**src/floppy_status_pkg.sv**
```systemverilog
package floppy_status_pkg;

  // ==========================================================================
  // Host register offsets (three address lines)
  localparam logic [2:0] ADDR_STATUS_A   = 3'h0;
  localparam logic [2:0] ADDR_STATUS_B   = 3'h1;
  // Read of this offset clears the set-reset latches
  localparam logic [2:0] ADDR_FLAG_CLEAR = 3'h7;

  // ==========================================================================
  // Compatibility mode strap values
  localparam logic MODE_BASIC = 1'b0;
  localparam logic MODE_EXT   = 1'b1;

  // ==========================================================================
  // Widths and reset values
  localparam int          DATA_W     = 8;
  localparam int          SYNC_DEPTH = 2;
  localparam logic [7:0]  DATA_RST   = 8'h00;
  localparam logic        FLAG_RST   = 1'b0;

  // ==========================================================================
  // Drive-state result byte field positions
  localparam int DS_UNIT_LO = 0;
  localparam int DS_UNIT_HI = 1;
  localparam int DS_SIDE    = 2;
  localparam int DS_WP_LO   = 3;
  localparam int DS_TRACK0  = 4;
  localparam int DS_READY   = 5;
  localparam int DS_WP_HI   = 6;
  localparam int DS_UNUSED  = 7;

  // ==========================================================================
  // Fixed bit values
  localparam logic DRIVE_READY_VAL = 1'b1;
  localparam logic UNUSED_ZERO     = 1'b0;
  localparam logic RESERVED_ONE    = 1'b1;

endpackage : floppy_status_pkg

```
**src/floppy_status_readback.sv**
```systemverilog
`timescale 1ns/100ps

// ============================================================================
// Status readback for the floppy subsystem host interface
module floppy_status_readback (
  input  wire logic       i_core_clk,          // Core clock, 100 MHz
  input  wire logic       i_rst_b,             // Async reset, active low
  // Host bus pins
  input  wire logic       i_cs_b,              // Chip select, active low
  input  wire logic [2:0] i_addr,              // Register address
  input  wire logic       i_rd_b,              // Read strobe, active low
  output logic      [7:0] o_data,              // Read data
  output logic            o_data_oe,           // Data bus drive enable
  // Configuration strap
  input  wire logic       i_mode_ext,          // 1 extended, 0 basic
  // Drive pins (asynchronous)
  input  wire logic       i_write_protect,     // Write protect, high true
  input  wire logic       i_index,             // Index, high true
  input  wire logic       i_track_zero,        // Track zero, high true
  input  wire logic       i_second_drive,      // Second drive installed
  // Controller logic, same clock
  input  wire logic       i_direction,         // Step direction out
  input  wire logic       i_side_select,       // Head select out
  input  wire logic [1:0] i_unit_select,       // Unit select outs
  input  wire logic       i_step,              // Step pulse, high
  input  wire logic       i_interrupt,         // Interrupt request
  input  wire logic       i_dma_request,       // DMA request
  input  wire logic [3:0] i_motor_en,          // Motor enables 0-3
  input  wire logic [3:0] i_drive_sel,         // Decoded selects 0-3
  input  wire logic       i_dor_sel0,          // Output reg select bit 0
  input  wire logic       i_write_en_b,        // Write enable, low
  input  wire logic       i_read_data_pulse_n, // Read data pulse, low
  input  wire logic       i_write_data_pulse_n,// Write data pulse, low
  // Drive-state result byte
  output logic      [7:0] o_drive_state        // Result byte
);

  // ==========================================================================
  // Pin synchronisers
  logic [4:0] host_async;
  logic [4:0] host_s;
  logic [3:0] drv_async;
  logic [3:0] drv_s;
  logic       cs_s_b;
  logic [2:0] addr_s;
  logic       rd_s_b;
  logic       wp_s;
  logic       index_s;
  logic       track0_s;
  logic       second_s;

  assign host_async = {i_cs_b, i_addr, i_rd_b};
  assign drv_async  = {i_write_protect, i_index, i_track_zero,
                       i_second_drive};

  // Select and strobe idle high, else a read is seen after reset
  status_sync #(
    .WIDTH   (5),
    .RST_VAL (5'h11)
  ) u_host_sync (
    .i_core_clk (i_core_clk),
    .i_rst_b    (i_rst_b),
    .i_async    (host_async),
    .o_sync     (host_s)
  );

  status_sync #(
    .WIDTH (4)
  ) u_drive_sync (
    .i_core_clk (i_core_clk),
    .i_rst_b    (i_rst_b),
    .i_async    (drv_async),
    .o_sync     (drv_s)
  );

  // Synchronised fields
  assign cs_s_b   = host_s[4];
  assign addr_s   = host_s[3:1];
  assign rd_s_b   = host_s[0];
  assign wp_s     = drv_s[3];
  assign index_s  = drv_s[2];
  assign track0_s = drv_s[1];
  assign second_s = drv_s[0];

  // ==========================================================================
  // Edge detection of strobes and internal pulses
  logic rd_prev_q;
  logic step_prev_q;
  logic rdd_prev_q;
  logic wd_prev_q;
  logic we_prev_q;

  // Idle levels at reset so no false edge after release
  always_ff @(posedge i_core_clk or negedge i_rst_b) begin
    if (!i_rst_b) begin
      rd_prev_q   <= 1'b1;
      step_prev_q <= 1'b0;
      rdd_prev_q  <= 1'b1;
      wd_prev_q   <= 1'b1;
      we_prev_q   <= 1'b1;
    end else begin
      rd_prev_q   <= rd_s_b;
      step_prev_q <= i_step;
      rdd_prev_q  <= i_read_data_pulse_n;
      wd_prev_q   <= i_write_data_pulse_n;
      we_prev_q   <= i_write_en_b;
    end
  end

  logic read_active;
  logic read_start;
  logic clear_read;
  logic step_evt;
  logic rdd_evt;
  logic wd_evt;
  logic we_evt;

  // Writes never reach this block, so status is read-only
  assign read_active = ~cs_s_b & ~rd_s_b;
  assign read_start  = read_active & rd_prev_q;
  assign clear_read  = read_start &
                       (addr_s == floppy_status_pkg::ADDR_FLAG_CLEAR);
  assign step_evt    = i_step & ~step_prev_q;
  assign rdd_evt     = rdd_prev_q & ~i_read_data_pulse_n;
  assign wd_evt      = wd_prev_q & ~i_write_data_pulse_n;
  assign we_evt      = we_prev_q & ~i_write_en_b;

  // ==========================================================================
  // Latched status bits
  logic step_flag;
  logic we_flag;
  logic rdd_flag;
  logic wd_flag;
  logic rdd_tgl;
  logic wd_tgl;

  status_event_flag #(
    .TOGGLE (1'b0)
  ) u_step_flag (
    .i_core_clk (i_core_clk),
    .i_rst_b    (i_rst_b),
    .i_event    (step_evt),
    .i_clear    (clear_read),
    .o_flag     (step_flag)
  );

  status_event_flag #(
    .TOGGLE (1'b0)
  ) u_we_flag (
    .i_core_clk (i_core_clk),
    .i_rst_b    (i_rst_b),
    .i_event    (we_evt),
    .i_clear    (clear_read),
    .o_flag     (we_flag)
  );

  status_event_flag #(
    .TOGGLE (1'b0)
  ) u_rdd_flag (
    .i_core_clk (i_core_clk),
    .i_rst_b    (i_rst_b),
    .i_event    (rdd_evt),
    .i_clear    (clear_read),
    .o_flag     (rdd_flag)
  );

  status_event_flag #(
    .TOGGLE (1'b0)
  ) u_wd_flag (
    .i_core_clk (i_core_clk),
    .i_rst_b    (i_rst_b),
    .i_event    (wd_evt),
    .i_clear    (clear_read),
    .o_flag     (wd_flag)
  );

  // read data toggle, never cleared by reads
  status_event_flag #(
    .TOGGLE (1'b1)
  ) u_rdd_tgl (
    .i_core_clk (i_core_clk),
    .i_rst_b    (i_rst_b),
    .i_event    (rdd_evt),
    .i_clear    (1'b0),
    .o_flag     (rdd_tgl)
  );

  // write data toggle, ignores write enable
  status_event_flag #(
    .TOGGLE (1'b1)
  ) u_wd_tgl (
    .i_core_clk (i_core_clk),
    .i_rst_b    (i_rst_b),
    .i_event    (wd_evt),
    .i_clear    (1'b0),
    .o_flag     (wd_tgl)
  );

  // ==========================================================================
  // Register images for each mode
  logic [7:0] sra_ext;
  logic [7:0] sra_basic;
  logic [7:0] srb_ext;
  logic [7:0] srb_basic;
  logic [3:0] gated_sel;

  // extended status A, polarity per bit
  assign sra_ext = {i_interrupt, ~second_s, i_step, ~track0_s,
                    i_side_select, ~index_s, ~wp_s, i_direction};

  // basic status A live bits and step latch
  assign sra_basic = {i_interrupt, i_dma_request, step_flag, track0_s,
                      i_side_select, index_s, wp_s, i_direction};

  // extended status B, reserved ones on top
  // only the output register select bit 0
  assign srb_ext = {floppy_status_pkg::RESERVED_ONE,
                    floppy_status_pkg::RESERVED_ONE,
                    i_dor_sel0, wd_tgl, rdd_tgl,
                    ~i_write_en_b, i_motor_en[1], i_motor_en[0]};

  // each select qualified by its own motor
  assign gated_sel = i_drive_sel & i_motor_en;

  // basic status B layout, bit 7 zero
  assign srb_basic = {floppy_status_pkg::UNUSED_ZERO,
                      gated_sel[1], gated_sel[0],
                      wd_flag, rdd_flag, we_flag,
                      gated_sel[3], gated_sel[2]};

  // ==========================================================================
  // Host read decode
  logic [7:0] reg_a;
  logic [7:0] reg_b;
  logic       hit_a;
  logic       hit_b;
  logic [7:0] data_d;
  logic       oe_d;

  // strap picks the layout of both registers
  assign reg_a = (i_mode_ext == floppy_status_pkg::MODE_EXT) ?
                 sra_ext : sra_basic;
  assign reg_b = (i_mode_ext == floppy_status_pkg::MODE_EXT) ?
                 srb_ext : srb_basic;

  assign hit_a = read_active &
                 (addr_s == floppy_status_pkg::ADDR_STATUS_A);
  assign hit_b = read_active &
                 (addr_s == floppy_status_pkg::ADDR_STATUS_B);

  // Other offsets belong to other blocks, so the bus is left alone
  assign oe_d   = hit_a | hit_b;
  assign data_d = hit_a ? reg_a :
                  hit_b ? reg_b : floppy_status_pkg::DATA_RST;

  // Data follows live bits for as long as the strobe is held
  always_ff @(posedge i_core_clk or negedge i_rst_b) begin
    if (!i_rst_b) begin
      o_data    <= floppy_status_pkg::DATA_RST;
      o_data_oe <= 1'b0;
    end else begin
      o_data    <= data_d;
      o_data_oe <= oe_d;
    end
  end

  // ==========================================================================
  // Drive-state result byte
  logic [7:0] drive_state_d;

  always_comb begin
    drive_state_d = floppy_status_pkg::DATA_RST;
    drive_state_d[floppy_status_pkg::DS_UNUSED] =
      floppy_status_pkg::UNUSED_ZERO;
    drive_state_d[floppy_status_pkg::DS_WP_HI]  = wp_s;
    drive_state_d[floppy_status_pkg::DS_WP_LO]  = wp_s;
    drive_state_d[floppy_status_pkg::DS_READY]  =
      floppy_status_pkg::DRIVE_READY_VAL;
    drive_state_d[floppy_status_pkg::DS_TRACK0] = track0_s;
    drive_state_d[floppy_status_pkg::DS_SIDE]   = i_side_select;
    drive_state_d[floppy_status_pkg::DS_UNIT_HI] = i_unit_select[1];
    drive_state_d[floppy_status_pkg::DS_UNIT_LO] = i_unit_select[0];
  end

  // Registered so the result byte never glitches to its reader
  always_ff @(posedge i_core_clk or negedge i_rst_b) begin
    if (!i_rst_b) begin
      o_drive_state <= floppy_status_pkg::DATA_RST;
    end else begin
      o_drive_state <= drive_state_d;
    end
  end

endmodule : floppy_status_readback

```
**src/status_event_flag.sv**
```systemverilog
`timescale 1ns/100ps

// ============================================================================
// Event flag: set-reset latch or toggle flip-flop
module status_event_flag #(
  parameter bit TOGGLE = 1'b0
) (
  input  wire logic i_core_clk, // Core clock
  input  wire logic i_rst_b,    // Async reset, active low
  input  wire logic i_event,    // One-cycle event pulse
  input  wire logic i_clear,    // One-cycle clear pulse
  output logic      o_flag      // Flag state
);

  logic flag_d;

  // Set beats clear so a colliding event is never lost
  assign flag_d = TOGGLE ? (o_flag ^ i_event)
                         : (i_event | (o_flag & ~i_clear));

  always_ff @(posedge i_core_clk or negedge i_rst_b) begin
    if (!i_rst_b) begin
      o_flag <= floppy_status_pkg::FLAG_RST;
    end else begin
      o_flag <= flag_d;
    end
  end

endmodule : status_event_flag

```
**src/status_sync.sv**
```systemverilog
`timescale 1ns/100ps

// ============================================================================
// Two-stage synchroniser for asynchronous pin levels
module status_sync #(
  parameter int               WIDTH   = 1,
  parameter logic [WIDTH-1:0] RST_VAL = '0
) (
  input  wire logic             i_core_clk, // Core clock
  input  wire logic             i_rst_b,    // Async reset, active low
  input  wire logic [WIDTH-1:0] i_async,    // Asynchronous levels
  output logic      [WIDTH-1:0] o_sync      // Synchronised levels
);

  logic [WIDTH-1:0] meta_q;

  // First stage feeds only the second stage
  // Reset to idle pin levels, so no false request follows release
  always_ff @(posedge i_core_clk or negedge i_rst_b) begin
    if (!i_rst_b) begin
      meta_q <= RST_VAL;
      o_sync <= RST_VAL;
    end else begin
      meta_q <= i_async;
      o_sync <= meta_q;
    end
  end

endmodule : status_sync
```
**config.mk**
```make
export PLATFORM = sky130hd
export DESIGN_NAME = floppy_status_readback
export DESIGN_NICKNAME = d
export VERILOG_FILES = /design/src/floppy_status_pkg.sv /design/src/floppy_status_readback.sv /design/src/status_event_flag.sv /design/src/status_sync.sv
export SDC_FILE = /design/constraint.sdc
export NUM_CORES = 1
export LEC_CHECK = 0
export BUFFER_PORTS_ARGS = -buffer_cell sky130_fd_sc_hd__buf_2
export CAP_MARGIN = 20
export CORE_ASPECT_RATIO = 1.5
export CORE_MARGIN = 8
export CORE_UTILIZATION = 43
export DETAILED_ROUTE_END_ITERATION = 12
export HOLD_SLACK_MARGIN = 0.12
export PLACE_DENSITY = 0.71
export SYNTH_ARGS = -nofsm -noshare
export SYNTH_HDL_FRONTEND = slang
export SYNTH_SLANG_ARGS = --single-unit
```
**constraint.sdc**
```tcl
create_clock -name i_core_clk -period 1.8 [get_ports i_core_clk]
set_input_delay 0.18 -clock i_core_clk [delete_from_list [all_inputs] [get_ports i_core_clk]]
set_output_delay 0.18 -clock i_core_clk [all_outputs]
set_load 0.005 [all_outputs]
```
# Word-level counts from Yosys, hierarchy flattened
# Index checks and enable logic that the tools add are counted.
[totals] regBits=45 in_bits=31 out_inout_bits=17 elab_cells=57
[classes] n_eq_ne=2 muxes=4 n_bitwise=32 n_reduce_logical=1
[ops] operator="$mux W8" n=3
[ops] operator="$and A1 B1 Y1" n=13
[ops] operator="$not A1 Y1" n=11
[ops] operator="$mux W7" n=1
[ops] operator="$or A1 B1 Y1" n=5
[ops] operator="$and A4 B4 Y4" n=1
[ops] operator="$eq A3 B1 Y1 const B" n=1
[ops] operator="$eq A3 B3 Y1 const B" n=1
[ops] operator="$logic_not A3 Y1" n=1
[ops] operator="$xor A1 B1 Y1" n=2

# Logic depth before layout (Yosys ltp)
[logic_depth] depth_word=7 ltp_mapped=5 mapped_depth_nobuf=3

# By module
# Synthesis repeated with hierarchy kept, for this count alone.
[unflattened] hier_cells=104 area_unflattened_um2=1530.2
[modules_own_cells] module="floppy_status_readback" instances=1 cells_each=70 area_each_um2=862.1 seq_area_each_um2=505.5
[modules_own_cells] module="status_sync at u_host_sync" instances=1 cells_each=10 area_each_um2=255.2 seq_area_each_um2=255.2
[modules_own_cells] module="status_sync at u_drive_sync" instances=1 cells_each=8 area_each_um2=200.2 seq_area_each_um2=200.2
[modules_own_cells] module="status_event_flag at u_rdd_flag ..." instances=4 cells_each=3 area_each_um2=36.3 seq_area_each_um2=25.0
[modules_own_cells] module="status_event_flag at u_rdd_tgl ..." instances=2 cells_each=2 area_each_um2=33.8 seq_area_each_um2=25.0

# Worst setup path before layout
# No wires, ideal clock.
[synth_path] kind="reg-to-reg" from="register u_host_sync.o_sync[2]" to="register o_data[5]" arrival_ns=1.192 t_required_ns=1.701 setup_slack_ns=0.508 stages_incl_launch_ff=4 path_buffers=1 synth_period_minus_slack_ns=1.292 path_cell_list="dfrtp_1 -> or4_4 -> buf_6 -> a311oi_1"
[synth_via] elab_chain_cells=4 word_cells_on_any_way=6 cone_classes="1 x eq/ne; 2 x mux; 2 x bitwise; 1 x reduce/logical"
[synth_lines] element="from (decl)" line="status_sync.sv:12" rtl="output logic [WIDTH-1:0] o_sync"
[synth_lines] element="from (signal assigned)" line="status_sync.sv:25" rtl="o_sync <= meta_q;"
[synth_lines] element="$eq A3 B1 Y1" line="floppy_status_readback.sv:249" rtl="(addr_s == floppy_status_pkg::ADDR_STATUS_B);"
[synth_lines] element="$and A1 B1 Y1" line="floppy_status_readback.sv:248" rtl="assign hit_b = read_active &"
[synth_lines] element="$mux W8" line="floppy_status_readback.sv:254" rtl="hit_b ? reg_b : floppy_status_pkg::DATA_RST;"
[synth_lines] element="$mux W8 *" line="floppy_status_readback.sv:253" rtl="assign data_d = hit_a ? reg_a :"
[synth_lines] element="net data_d[5]" line="floppy_status_readback.sv:237" rtl="logic [7:0] data_d;"
[synth_lines] element="to (signal assigned)" line="floppy_status_readback.sv:259" rtl="o_data <= floppy_status_pkg::DATA_RST;"
[synth_lines] element="to (signal assigned)" line="floppy_status_readback.sv:262" rtl="o_data <= data_d;"
[synth_lines] element="to (decl)" line="floppy_status_readback.sv:12" rtl="output logic [7:0] o_data,"
# The timed path passes the listed nets; every way through them passes the cells marked *.

# Final worst setup path
# Same ends and word-level chain as after synthesis.

==> metrics.yaml <==
status:
  status: "completed"
synthesis:
  async_reset_ff_frac: 1.00
  netlist.area_leader.share: 0.605
  ys_ff_latch: 44
  synth_nets: 131
  synth_edf_count: 0
  synth_largest_area_cell: "dfrtp_1"
  synthTopCellsByCount: "dfrtp_1 (36), dfstp_2 (8), nor2b_1 (6)"
  ys_seq_area_frac: 0.746
  netlist_instances: 100
  synthDistinctLibCells: 30
  syn_area_um2: 1490
  synth.most_common_cell: "dfrtp_1"
  avgSynthCellArea_um2: 14.9
  synth_ff_type: "dfrtp_1"
  ys_top_cells_by_area: "dfrtp_1 (61%), dfstp_2 (14%), nor2b_1 (2.5%)"
  yosys_warnings: 0
timing:
  finalCritPeriodShare: 0.757
  finalHoldViolCount: 0
  fin_skew_ps: 4.48
  slew_headroom: 0.648
  tightest_slew_ps: 528
  fin_worst_hold_slack_ps: 138
  rsz0062_at_grt: "no"
  maxSlewViolCount: 0
  setup_viol: 0
  setup_tns_ps: 0
  timing.fmax_mhz: 734
  period_needed_ps: 1360
min_path:
  worstHoldPathType: "in -> reg"
cells_and_area:
  regArea_um2: 1110
  final_layout_size_suffix_gt1_frac: 0.417
  n_fill_cell: 273
  fin_nets: 198
  antennaDiodeCount: 0
  area_delta_synth_final_pct: 35.5
  final_cells: 210
  multi_input_comb_area_um2: 322
critical_path:
  critPathRequiredTime_ps: 1980
  crit_fanout: 8
  crit_slowest_cell: "or4_4"
  cpPeakStageDelay_ps: 610
  arrival_ps: 1540
  reg2reg_slack_ps: 440
  crit_buf_inv: 0
  crit_family: "simple AND/OR/NAND/NOR gates"
  cp-end-kind: "register"
  path_class: "reg -> reg"
  crit_chain: "or4_4, a311oi_1"
  worst_setup_path_start_kind: "register"
power:
  sw_frac_of_total: 0.212
  power_density_nw_per_um2: 927
  p_comb_frac: 0.095
  pwr-share-seq: 0.583
  p_leak_uw: 0.000978
  clkPwrFrac: 0.321
  p_switching_uw: 397
  vdd_ir_drop_max_mv: 0.801
  p_int_uw: 1470
global_route:
  antenna_found_initial: 0
  grt_start_max_net_pins: 27
  grt_usage: 0.108
  grt_overflow_total: 0
  grt_pass1_wl_mm: 4.85
  grt_pass1_vias: 1167
die:
  die_height_um: 88.1
  fp.dieArea_um2: 5640
  core_um2: 3350
  die_w_um: 64.0
  start_util: 0.444
  ios: 48
  num_rows: 26
placed_design:
  gp_congestion: 0.759
  dp_hpwl_mm: 2.07
  port_buffers: 46
  place_inst: 185
route:
  wl_per_cell_um: 13.0
  vias: 990
  vias_per_cell: 4.71
  initialDrtViolationCount: 9
  drt_pre_antenna_iters: 4
  drc: 0
  wirelength_mm: 2.73
  postRouteAntennaNets: 0
cts:
  clkLatencyLatePin_ps: 280
  cts_root_buffer: "clkbuf_8"
  cts_made_buffers: 5
  cts.sinks: 44
  clk_pin_slew_ps: 70
  clock_path_buffers: 2
  cts_tree: "done"
  h-tree-depth: 2
job:
  cap_viol_max_count: 0
## worst paths after layout
| check | from | endpoint | cells past startpoint |
|---|---|---|---|
| max reg2reg | u_host_sync.o_sync[2]$_DFF_PN0_ | o_data[5]$_DFF_PN0_ | 2 |
| max in group asynchronous | i_rst_b | wd_prev_q$_DFF_PN1_ | 3 |
| min | i_interrupt | o_data[7]$_DFF_PN0_ | 3 |
| max | u_host_sync.o_sync[2]$_DFF_PN0_ | o_data[5]$_DFF_PN0_ | 2 |
| min in group asynchronous | i_rst_b | u_drive_sync.meta_q[0]$_DFF_PN0_ | 2 |
| min reg2reg | u_host_sync.meta_q[3]$_DFF_PN0_ | u_host_sync.o_sync[3]$_DFF_PN0_ | 0 |
## power groups by stage
stage	Combinational, µW	Clock [µW]	Sequential [µW]
2_1_floorplan	75.6	0	1100
3_3_place_gp	146	0	1110
3_5_place_dp	153	0	1110
4_1_cts	182	624	1090
5_1_grt	202	674	1100
6_report	178	601	1090
## layout by cell type, fill, tap and decap left out, types with 2 or more instances in the layout
cell           count
buf_2             46
dfrtp_1           36
dlygate4sd3_1     17
dfstp_2            8
nor2b_1            6
clkbuf_8           6
nor2_1             5
a311oi_1           4
buf_4              4
nand2_1            3
a211oi_1           3
nand3b_1           2
mux2i_1            2
a211oi_2           2
nand2b_1           2
a21bo_2            2
xnor2_1            2
inv_1              2
a22o_1             2
conb_1             2
clkbuf_1           2
## tightest hold or removal path: stages
cell	delay, ps
buf_2	80
mux2i_1	50
nor2_1	80
## final cells by class
type	count	share of cell area
timing repair buffer	67	0.213
multi-input combinational	46	0.159
sequential	44	0.551
tap	42	0.0261
clock buffer	8	0.0447
inverter	3	0.00558
## routing by layer
layer | vias up | share of wire | routed length, µm | GRT usage
met4 | 0 | 0.024 | 66 | 0.0570
met5 | - | 0 | 0 | 0
met3 | 7 | 0.079 | 216 | 0.0499
met2 | 34 | 0.55 | 1510 | 0.196
li1 | 466 | - | - | -
met1 | 483 | 0.34 | 935 | 0.0967
## what timing repair did
action | CTS | global route
endpoints found under the hold margin | 37 | 0
buffers inserted | 0 | 0
hold buffers | 17 | 0
gates resized for setup | 0 | 0
## metrics by stage
| step | area (µm²) | setup WS [ps] | utilization | power (µW) |
|---|---|---|---|---|
| finish | 2020 | 438 | 0.602 | 1870 |
| detailed placement | 1760 | 448 | 0.524 | 1260 |
| CTS | 2020 | 435 | 0.602 | 1900 |
| floorplan | 1490 | 508 | - | 1180 |
| global placement | 1760 | 527 | 0.524 | 1250 |
| global route | 2020 | 413 | 0.602 | 1970 |
## flip-flops by register name (all words and copies together), names as in the netlist, 4 cells and up
signal and flops:
u_drive_sync.meta_q 4, o_data 8, u_host_sync.o_sync 5, u_host_sync.meta_q 5, o_drive_state 6, u_drive_sync.o_sync 4
## kinds of logic (layout without fill, tap and decap cells)
kind of cell | after synthesis | in the layout | synth area share
muxes | 2 | 2 | 0.0134
xor gates and xnor gates | 2 | 2 | 0.0118
buffers and inverters | 10 | 78 | 0.0378
AOI/OAI and AO/OA | 17 | 17 | 0.0983
DFF | 44 | 44 | 0.746
and+or+nand+nor | 23 | 23 | 0.0874
other | 2 | 2 | 0.00504
(Power assumes the default switching activity.)
